**config.mk**
```make
export PLATFORM = sky130hd
export DESIGN_NAME = mmd_decoder
export DESIGN_NICKNAME = d
export VERILOG_FILES = /design/src/hdl/mmd_pkg.sv /design/src/hdl/mmd_xlat_if.sv /design/src/hdl/mmd_bank_xlat.sv /design/src/hdl/mmd_decoder.sv
export SDC_FILE = /design/constraint.sdc
export NUM_CORES = 1
export LEC_CHECK = 0
export ABC_AREA = 1
export BUFFER_PORTS_ARGS = -buffer_cell sky130_fd_sc_hd__buf_2
export CAP_MARGIN = 30
export CORE_ASPECT_RATIO = 0.7
export CORE_MARGIN = 4
export CORE_UTILIZATION = 40
export CTS_CLUSTER_SIZE = 8
export DETAILED_ROUTE_END_ITERATION = 7
export HOLD_SLACK_MARGIN = 0.15
export PLACE_DENSITY = 0.68
export SLEW_MARGIN = 20
export SYNTH_ARGS = -nofsm -noshare
export SYNTH_HDL_FRONTEND = slang
export SYNTH_SLANG_ARGS = --single-unit
```
**constraint.sdc**
```tcl
create_clock -name i_core_clk -period 2.7 [get_ports i_core_clk]
set_clock_uncertainty 0.2 [all_clocks]
set_input_delay 0.405 -clock i_core_clk [delete_from_list [all_inputs] [get_ports i_core_clk]]
set_output_delay 0.405 -clock i_core_clk [all_outputs]
set_load 0.01 [all_outputs]
```
**src/hdl/mmd_pkg.sv**
```systemverilog
// Package for the memory map bank decoder: address bounds, variants, bank pointer layout.
// Assumes a 16-bit CPU address and an 8-bit direct operand.
package mmd_pkg;
    localparam int          ADDR_W          = 16;
    localparam int          BANK_W          = 3;
    localparam logic [15:0] IO_LO           = 16'h0000;
    localparam logic [15:0] IO_HI           = 16'h007f;
    localparam logic [15:0] XIO_LO          = 16'h0f80;
    localparam logic [15:0] XIO_HI          = 16'h0fff;
    localparam logic [15:0] RAM_LO          = 16'h0090;
    localparam logic [15:0] DIR_FIX_HI      = 16'h00ff;
    localparam logic [15:0] GPR_LO          = 16'h0100;
    localparam logic [15:0] GPR_HI          = 16'h01ff;
    localparam logic [15:0] RAM_HI_LARGE    = 16'h047f;
    localparam logic [15:0] RAM_HI_MID      = 16'h028f;
    localparam logic [15:0] RAM_HI_SMALL    = 16'h018f;
    localparam logic [15:0] NVR_LO          = 16'hffbb;
    localparam logic [15:0] NVR_HI          = 16'hffbf;
    localparam logic [15:0] VEC_LO          = 16'hffc0;
    localparam logic [15:0] VEC_HI          = 16'hffff;
    localparam logic [15:0] BANK_STEP       = 16'h0080;
    localparam logic [15:0] BANK_BASE       = 16'h0080;
    localparam logic [7:0]  DIR_IO_HI       = 8'h7f;
    localparam logic [7:0]  DIR_RAM_LO      = 8'h90;
    localparam logic [2:0]  BANK_PTR_RESET  = 3'h0;
    // Flash lower bounds per size; the sized area ends at the top of space, the second window at 0x1FFF
    localparam logic [15:0] FLASH_LO_4K     = 16'hf000;
    localparam logic [15:0] FLASH_LO_8K     = 16'he000;
    localparam logic [15:0] FLASH_LO_16K    = 16'hc000;
    localparam logic [15:0] FLASH_LO_32K    = 16'h8000;
    localparam logic [15:0] FLASH2_LO       = 16'h1000;
    localparam logic [15:0] FLASH2_HI       = 16'h1fff;

    typedef enum logic [1:0] {
        MMD_RAM_SMALL,
        MMD_RAM_MID,
        MMD_RAM_LARGE
    } mmd_ram_size_t;

    typedef enum logic [2:0] {
        MMD_AREA_NONE,
        MMD_AREA_IO,
        MMD_AREA_XIO,
        MMD_AREA_RAM,
        MMD_AREA_FLASH
    } mmd_area_t;
endpackage

```
**src/hdl/mmd_xlat_if.sv**
```systemverilog
// Carries a direct-addressing translation request and its result between modules.
// Assumes both ends share one clock; the path is combinational.
`timescale 1ns/10ps
`default_nettype none
interface mmd_xlat_if;
    logic [7:0]  operand;
    logic [2:0]  bank_pointer;
    logic [15:0] address;
    modport requester (output operand, output bank_pointer, input address);
    modport translator (input operand, input bank_pointer, output address);
endinterface
`default_nettype wire

```
**src/hdl/mmd_bank_xlat.sv**
```systemverilog
// Direct operand to full address translation through the bank pointer.
// Assumes the caller qualifies the result against the RAM bound.
`timescale 1ns/10ps
`default_nettype none
module mmd_bank_xlat
    import mmd_pkg::*;
(
    mmd_xlat_if.translator x
);
    always_comb begin
        if (x.operand <= DIR_IO_HI) begin
            x.address = {8'h00, x.operand};
        end else if (x.bank_pointer == BANK_PTR_RESET) begin
            x.address = {8'h00, x.operand};
        end else begin
            x.address = BANK_BASE + BANK_STEP * {13'h0000, x.bank_pointer}
                        + {9'h000, x.operand[6:0]};
        end
    end
endmodule
`default_nettype wire

```
**src/hdl/mmd_decoder.sv**
```systemverilog
// Memory map decoder: classifies CPU and direct-addressing accesses into target selects.
// Assumes one CPU request per cycle on i_core_clk; selects come out one cycle later.
// How it works
// - 64 KB space split into I/O, extended I/O, RAM and Flash areas
// - 0x0000-0x007F selects I/O registers, by memory or direct access
// - 0x0F80-0x0FFF selects extended I/O registers by memory access
// - Direct operands 0x90-0xFF reach RAM with no translation while the bank pointer is zero
// - Banked RAM top is 0x047F, 0x028F or 0x018F by RAM variant
// - RAM 0x0100-0x01FF also flagged as general-purpose register area
// - Register area stays ordinary RAM for plain reads and writes
// - Program area served by Flash sized per variant
// - 0xFFC0-0xFFFF flagged as vector table
// - Vector table sits at top of Flash, ending at 0xFFFF
// - 0xFFBB-0xFFBF flagged as non-volatile register data
// - Direct operands 0x00-0x7F ignore the bank pointer
// - Bank pointer resets to zero, giving identity for 0x90-0xFF
// - Pointer 1..7 maps operand 0x80-0xFF to 128-byte banks from 0x0100
// - Banked accesses beyond physical RAM are refused
`timescale 1ns/10ps
`default_nettype none
module mmd_decoder
    import mmd_pkg::*;
#(
    parameter mmd_ram_size_t RAM_SIZE   = MMD_RAM_LARGE,
    parameter logic [15:0]   FLASH_LO   = FLASH_LO_32K
)
(
    input  wire logic        i_core_clk,
    input  wire logic        i_rstn,
    input  wire logic        i_req,
    input  wire logic        i_we,
    input  wire logic        i_direct,
    input  wire logic        i_gpr,
    input  wire logic [15:0] i_addr,
    input  wire logic        i_bp_we,
    input  wire logic [2:0]  i_bp_wdata,
    output logic             o_io_sel,
    output logic             o_xio_sel,
    output logic             o_ram_sel,
    output logic             o_flash_sel,
    output logic             o_gpr_area,
    output logic             o_nvr_area,
    output logic             o_vec_area,
    output logic             o_we,
    output logic             o_refused,
    output logic [15:0]      o_addr,
    output logic [2:0]       o_bank_pointer
);
    mmd_xlat_if xl ();

    logic [2:0]  bank_pointer_ff;
    logic [15:0] eff_addr;
    logic [15:0] ram_hi;
    logic        hit_io;
    logic        hit_xio;
    logic        hit_ram;
    logic        hit_flash;
    logic        hit_any;

    logic        io_sel_ff;
    logic        xio_sel_ff;
    logic        ram_sel_ff;
    logic        flash_sel_ff;
    logic        gpr_ff;
    logic        nvr_ff;
    logic        vec_ff;
    logic        we_ff;
    logic        refused_ff;
    logic [15:0] addr_ff;

    assign xl.operand      = i_addr[7:0];
    assign xl.bank_pointer = bank_pointer_ff;

    mmd_bank_xlat u_xlat (
        .x (xl.translator)
    );

    always_ff @(posedge i_core_clk or negedge i_rstn) begin
        if (!i_rstn) begin
            bank_pointer_ff <= BANK_PTR_RESET;
        end else if (i_bp_we) begin
            bank_pointer_ff <= i_bp_wdata;
        end
    end

    always_comb begin
        unique case (RAM_SIZE)
            MMD_RAM_SMALL: ram_hi = RAM_HI_SMALL;
            MMD_RAM_MID:   ram_hi = RAM_HI_MID;
            MMD_RAM_LARGE: ram_hi = RAM_HI_LARGE;
            default:       ram_hi = RAM_HI_SMALL;
        endcase
    end

    always_comb begin
        // General register addressing gives a byte offset into the register area
        if (i_gpr) begin
            eff_addr = GPR_LO + {8'h00, i_addr[7:0]};
        end else if (i_direct) begin
            eff_addr = xl.address;
        end else begin
            eff_addr = i_addr;
        end
    end

    assign hit_io    = (eff_addr <= IO_HI);
    assign hit_xio   = !i_direct && !i_gpr && (eff_addr >= XIO_LO) && (eff_addr <= XIO_HI);
    assign hit_ram   = (eff_addr >= RAM_LO) && (eff_addr <= ram_hi);
    assign hit_flash = !i_direct && !i_gpr
                       && (((eff_addr >= FLASH_LO) && (eff_addr <= VEC_HI))
                       || ((eff_addr >= FLASH2_LO) && (eff_addr <= FLASH2_HI)));
    assign hit_any   = hit_io || hit_xio || hit_ram || hit_flash;

    always_ff @(posedge i_core_clk or negedge i_rstn) begin
        if (!i_rstn) begin
            io_sel_ff <= 1'b0;
        end else begin
            io_sel_ff <= i_req && hit_io;
        end
    end

    always_ff @(posedge i_core_clk or negedge i_rstn) begin
        if (!i_rstn) begin
            xio_sel_ff <= 1'b0;
        end else begin
            xio_sel_ff <= i_req && hit_xio;
        end
    end

    always_ff @(posedge i_core_clk or negedge i_rstn) begin
        if (!i_rstn) begin
            ram_sel_ff <= 1'b0;
        end else begin
            ram_sel_ff <= i_req && hit_ram;
        end
    end

    always_ff @(posedge i_core_clk or negedge i_rstn) begin
        if (!i_rstn) begin
            flash_sel_ff <= 1'b0;
        end else begin
            flash_sel_ff <= i_req && hit_flash;
        end
    end

    // Flash is read-only from the CPU side, so its write strobe is dropped
    // No strobe when refused
    always_ff @(posedge i_core_clk or negedge i_rstn) begin
        if (!i_rstn) begin
            we_ff <= 1'b0;
        end else begin
            we_ff <= i_req && i_we && hit_any && !hit_flash;
        end
    end

    always_ff @(posedge i_core_clk or negedge i_rstn) begin
        if (!i_rstn) begin
            refused_ff <= 1'b0;
        end else begin
            refused_ff <= i_req && !hit_any;
        end
    end

    always_ff @(posedge i_core_clk or negedge i_rstn) begin
        if (!i_rstn) begin
            gpr_ff <= 1'b0;
        end else begin
            gpr_ff <= i_req && hit_ram && (eff_addr >= GPR_LO) && (eff_addr <= GPR_HI);
        end
    end

    always_ff @(posedge i_core_clk or negedge i_rstn) begin
        if (!i_rstn) begin
            nvr_ff <= 1'b0;
        end else begin
            nvr_ff <= i_req && hit_flash && (eff_addr >= NVR_LO) && (eff_addr <= NVR_HI);
        end
    end

    always_ff @(posedge i_core_clk or negedge i_rstn) begin
        if (!i_rstn) begin
            vec_ff <= 1'b0;
        end else begin
            vec_ff <= i_req && hit_flash && (eff_addr >= VEC_LO);
        end
    end

    // Holds the last taken address, so idle cycles leave it alone
    always_ff @(posedge i_core_clk or negedge i_rstn) begin
        if (!i_rstn) begin
            addr_ff <= 16'h0000;
        end else if (i_req) begin
            addr_ff <= eff_addr;
        end
    end

    assign o_io_sel       = io_sel_ff;
    assign o_xio_sel      = xio_sel_ff;
    assign o_ram_sel      = ram_sel_ff;
    assign o_flash_sel    = flash_sel_ff;
    assign o_gpr_area     = gpr_ff;
    assign o_nvr_area     = nvr_ff;
    assign o_vec_area     = vec_ff;
    assign o_we           = we_ff;
    assign o_refused      = refused_ff;
    assign o_addr         = addr_ff;
    assign o_bank_pointer = bank_pointer_ff;
endmodule
`default_nettype wire

```
---- Yosys cells after proc, flatten, opt, wreduce, memory -nomap -nowiden ----
Index checks and enable logic that the tools add are counted.
storage, ports and cells
  word-level logic and storage cells ...... 62
  flip-flop bits (word level) ............. 28
  input bits .............................. 26
  output and inout port bits .............. 28
operators by class
  reductions and logical operators ........ 29
  add/subtract/negate cells ............... 3
  multiplexer cells ....................... 4
  $lt $le $gt $ge ......................... 15
operator list
  operator                                                                             number
  16-bit 2-to-1 mux                                                                    4
  16-bit >= comparator (second input constant)                                         3
  16-bit less-or-equal comparator (second input constant)                              2
  1-bit logical AND                                                                    20
  16-bit by 7-bit adder with 16-bit output                                             1
  16-bit by 12-bit >= comparator with 1-bit output (second input constant)             1
  16-bit by 13-bit >= comparator with 1-bit output (second input constant)             1
  16-bit by 8-bit >= comparator with 1-bit output (second input constant)              1
  16-bit by 9-bit >= comparator with 1-bit output (second input constant)              1
  16-bit by 11-bit less-or-equal comparator with 1-bit output (second input constant)  1
  16-bit by 12-bit less-or-equal comparator with 1-bit output (second input constant)  1
  16-bit by 13-bit less-or-equal comparator with 1-bit output (second input constant)  1
  16-bit by 7-bit less-or-equal comparator with 1-bit output (second input constant)   1
  16-bit by 9-bit less-or-equal comparator with 1-bit output (second input constant)   1
  8-bit by 10-bit adder with 11-bit output (first input constant)                      1
  9-bit by 8-bit adder with 10-bit output (first input constant)                       1
  8-bit by 7-bit less-or-equal comparator with 1-bit output (second input constant)    1
  1-bit zero test                                                                      4
  1-bit logical OR                                                                     4
  3-bit zero test                                                                      1

---- Longest topological paths before layout ----
  depth after elaboration ................. 14
  depth in mapped cells ................... 11
  mapped depth without buffers ............ 11

---- Modules after synthesis ----
A second synthesis with hierarchy kept.
unflattened totals
  cell total of the unflattened synthesis .. 250
  area total of the unflattened synthesis .. 1,804.2 µm²
modules (own cells, without submodules)
  module         instances  cells an instance  area an instance (µm²)
  mmd_decoder    1          219                1,615.3
  mmd_bank_xlat  1          31                 188.9

---- Least setup slack after synthesis ----
OpenSTA, ideal clock, no wires.
  kind .................................... reg-to-reg
  start ................................... register bank_pointer_ff[0], in the netlist o_bank_pointer[0]
  end ..................................... register refused_ff, in the netlist o_refused
  data required time ...................... 2.386 ns
  slack ................................... 0.983 ns
  cell stages (with the launch flop) ...... 11
  arrival ................................. 1.403 ns
  clock period less this slack ............ 1.717 ns
  cells stage by stage .................... dfrtp_1 inv_1 ha_1 nand3_1 o21ai_1 nor2_1 nand3_1 nor2_1 nor2_1 nand2_1 nor2_2
between the ends
  word-level cells in the longest chain between the ends .. 14
  elaborated cells on any way between the ends .. 28
RTL lines
  element                                           RTL line             source
  start: declaration                                mmd_decoder.sv:51    logic [2:0] bank_pointer_ff;
  start signal: assignment                          mmd_decoder.sv:82    bank_pointer_ff <= i_bp_wdata;
  8-bit by 10-bit adder with 11-bit output          mmd_bank_xlat.sv:16  x.address = BANK_BASE + BANK_STEP * {13'h0000, x.bank_pointer}
  16-bit by 7-bit adder with 16-bit output          mmd_bank_xlat.sv:17  + {9'h000, x.operand[6:0]};
  16-bit 2-to-1 mux *                               mmd_bank_xlat.sv:13  end else if (x.bank_pointer == BANK_PTR_RESET) begin
  16-bit 2-to-1 mux *                               mmd_bank_xlat.sv:11  if (x.operand <= DIR_IO_HI) begin
  16-bit 2-to-1 mux *                               mmd_decoder.sv:99    end else if (i_direct) begin
  16-bit 2-to-1 mux *                               mmd_decoder.sv:97    if (i_gpr) begin
  16-bit by 12-bit >= comparator with 1-bit output  mmd_decoder.sv:107   assign hit_xio = !i_direct && !i_gpr && (eff_addr >= XIO_LO) && (eff_addr <= XIO_HI);
  1-bit logical AND (2 in series)                   mmd_decoder.sv:107
  1-bit logical OR (2 in series)                    mmd_decoder.sv:112   assign hit_any = hit_io || hit_xio || hit_ram || hit_flash;
  1-bit logical OR *                                mmd_decoder.sv:112
  1-bit zero test *                                 mmd_decoder.sv:160   refused_ff <= i_req && !hit_any;
  1-bit logical AND *                               mmd_decoder.sv:160
  end signal: assignment                            mmd_decoder.sv:160
  end: declaration                                  mmd_decoder.sv:68    logic refused_ff;
Every way passes the cells marked *; elsewhere a longest branch is shown, timed or not.
A chain may end at the register's enable or synchronous reset.

---- Final worst setup path ----
  start ................................... register bank_pointer_ff[1], in the netlist o_bank_pointer[1]
  end ..................................... register refused_ff, in the netlist o_refused
Same word-level chain as after synthesis.

==> flow_metrics.py <==
metrics = {
    "worst_setup_path": {
        "crit_path_max_fanout": 4,
        "cp_slowest_cell": "dfrtp_1",
        "critical_path_arrival_ps": 1840,
        "critPathLaunch": "o_bank_pointer[1]",
        "worstSetupEndpointType": "flop",
        "cp_top_family": "simple AND/OR/NAND/NOR gates",
        "reg2reg_slack_ps": 830,
        "critical_path_cell_count": 10,
        "crit_buf_inv": 1,
        "crit_type": "reg -> reg",
        "cp_common_cell": "nor2_1",
        "ff2ff_path_depth": 10,
        "setup.worst_path.end": "o_refused",
        "r2r_start": "o_bank_pointer[1]",
        "cp.required_ps": 2670,
        "max_stage_delay_ps": 420,
        "r2r_end": "o_refused",
        "cp_cell_sequence": "inv_1 -> ha_1 -> nand3_1 -> o21ai_1 -> nor2_1 -> nand3_1 -> nor2_1 -> nor2_1 -> nand2_1 -> nor2_2",
        "start_kind": "flop",
    },
    "cells_and_area": {
        "multi_input_area_um2": 554,
        "layout.nets": 256,
        "largest_reg_flops": 16,
        "synthToLayoutAreaGrowth_pct": 27.7,
        "final_common_cell": "nand2_1",
        "stdcell_area_mm2": 0.00172,
        "layout_common_cells": "57 x nand2_1, 53 x buf_2, 28 x dfrtp_1, 21 x nor2_1, 17 x inv_1",
        "fill_cells": 320,
        "drive_gt1_share_pct": 29.5,
        "register_area_um2": 701,
        "num_antenna_cells": 0,
    },
    "clock_network": {
        "cts.sinks": 28,
        "insertion_delay_ps": 260,
        "ctsResizeCount": 0,
        "cts_inserted_buffers": 3,
        "ctsHoldBuffers": 2,
        "clock_path_buffers": 2,
        "clockRootBuffer": "clkbuf_8",
        "htreeDepth": 1,
        "cts_tree": "built",
        "clk_pin_slew_ps": 90,
        "post_cts_buffers": 0,
    },
    "power": {
        "powerDensity_mw_per_mm2": 514,
        "pwr-share-clk_pct": 28.0,
        "p_switching_mw": 0.240,
        "netSwitchingFraction_pct": 27.1,
        "p_int_mw": 0.644,
        "peakVddDrop_mv": 0.307,
        "power_leakage_nw": 0.976,
        "p_seq_share_pct": 52.5,
        "power_frac_comb_pct": 19.5,
    },
    "timing": {
        "fin_setup_tns_ps": 0,
        "worst_slew_pin_slew_ps": 595,
        "hold_violations": 0,
        "rsz0062_at_grt": "false",
        "setup_viol": 0,
        "finalCritPeriodShare_pct": 69.4,
        "fmax_ghz": 0.534,
        "slew_headroom_pct": 60.4,
        "slew_violations": 0,
        "period_needed_ps": 1870,
        "finalWorstSetupSlack_ps": 827,
    },
    "global_route": {
        "grt_first_pass_wirelength_um": 5500,
        "grtUsageTotal_pct": 15.5,
        "grt-ovfl-total": 0,
        "antenna_found_initial": 0,
        "grt_start_max_net_pins": 29,
        "grt_pass1_vias": 1164,
    },
    "outcome": {
        "status": "completed",
    },
    "routing": {
        "ant_nets": 0,
        "avgViaCountPerCell": 4.70,
        "vias": 1246,
        "first_pass_iters": 4,
        "initialDrtViolationCount": 85,
        "route.detailed.drc": 0,
        "routedWlPerCell_um": 11.9,
        "wirelength_um": 3160,
    },
    "placement": {
        "dpl_cell_area_mm2": 0.00164,
        "portBuffers": 53,
        "dp_slack_ps": 858,
        "dp_hpwl_um": 2570,
        "place.gp.congestion": 0.839,
    },
    "synth": {
        "synthesis.area_mm2": 0.00135,
        "synth_cell_types": 20,
        "avgSynthCellArea_um2": 7.87,
        "synthCells": 171,
        "syn_nets": 199,
        "ys_ff_latch": 28,
        "synth_warnings": 0,
        "ys_seq_area_share_pct": 52.1,
    },
    "floorplan": {
        "die_h_um": 56.5,
        "die_area_mm2": 0.00437,
        "die-width_um": 77.3,
        "core_area_mm2": 0.00319,
        "row_count": 17,
        "ios": 54,
        "start_util_pct": 42.2,
    },
    "worst_hold_path": {
        "hp-class": "in -> reg",
        "min_from": "i_addr[0]",
    },
    "flow_run": {
        "drv_cap": 0,
    },
}
[worst min path at each step]
stage,cells past startpoint,to
6_report,3,o_addr[0]
2_1_floorplan,0,o_addr[0]
3_5_place_dp,1,o_addr[10]
3_3_place_gp,1,o_addr[10]
4_1_cts,3,o_addr[1]
5_1_grt,3,o_bank_pointer[2]
[synthesized netlist by cell type (all sizes together)]
| master | number | area, um2 |
|---|---|---|
| nand2 | 60 | 233 |
| dfrtp | 28 | 701 |
| nor2 | 25 | 109 |
| inv | 17 | 63.8 |
| o21ai | 13 | 72.6 |
| nand3 | 11 | 55.1 |
| clkbuf | 3 | 11.3 |
| nand4 | 3 | 18.8 |
| nor4 | 3 | 18.8 |
| ha | 2 | 25.0 |
| nor3 | 2 | 10.0 |
| a21oi | 1 | 5.00 |
| buf | 1 | 11.3 |
| clkinv | 1 | 3.75 |
| o21bai | 1 | 7.51 |
[cell families (layout without fill, tap and decap cells)]
family	Yosys count	count (layout)	share of synthesized area (%)
flops	28	28	52.1
compound gates	15	15	6.33
simple gates	104	104	33.0
fa+ha+maj	2	2	1.86
buf+inv	22	78	6.70
[power by group through the flow]
| stage | Clock, mW | Combinational [mW] | Sequential, mW |
|---|---|---|---|
| after global routing | 0.272 | 0.198 | 0.469 |
| after detailed placement | 0 | 0.173 | 0.472 |
| after floorplan | 0 | 0.0766 | 0.486 |
| after global placement | 0 | 0.171 | 0.471 |
| final | 0.247 | 0.173 | 0.464 |
| after CTS | 0.257 | 0.176 | 0.464 |
[worst reg2reg max path: stages, from the launching register on]
cell     delay (ps)
dfrtp_1         420
inv_1            80
ha_1            280
nand3_1          90
o21ai_1          80
nor2_1          210
nand3_1         130
nor2_1          110
nor2_1           60
nand2_1          90
nor2_2           30
[final cells by class]
cell class / count / share of cell area [%]
clock buffer: 4 / 3.20
inverter: 18 / 3.93
multi-input combinational: 121 / 32.3
sequential: 28 / 40.8
tap: 38 / 2.77
timing repair buffer: 56 / 17.0
[metrics by stage]
stage / instances / total power [mW] / util (%) / hold slack [ps]
finish: 265 / 0.884 / 53.8 / 158
global route: 265 / 0.939 / 53.8 / 152
CTS: 265 / 0.897 / 53.8 / 151
detailed placement: 259 / 0.645 / 51.5 / 245
global placement: 259 / 0.643 / 51.5 / 250
floorplan: 171 / 0.563 / - / -90.6
[layer usage]
layer,GRT usage [%],up-vias,part of all wire (%)
li1,-,649,-
met1,21.6,563,48
met2,24.6,32,45
met3,3.69,2,5.6
met4,3.05,0,0.79
met5,0,-,0
Note: power is estimated with default switching activity, not from simulation.
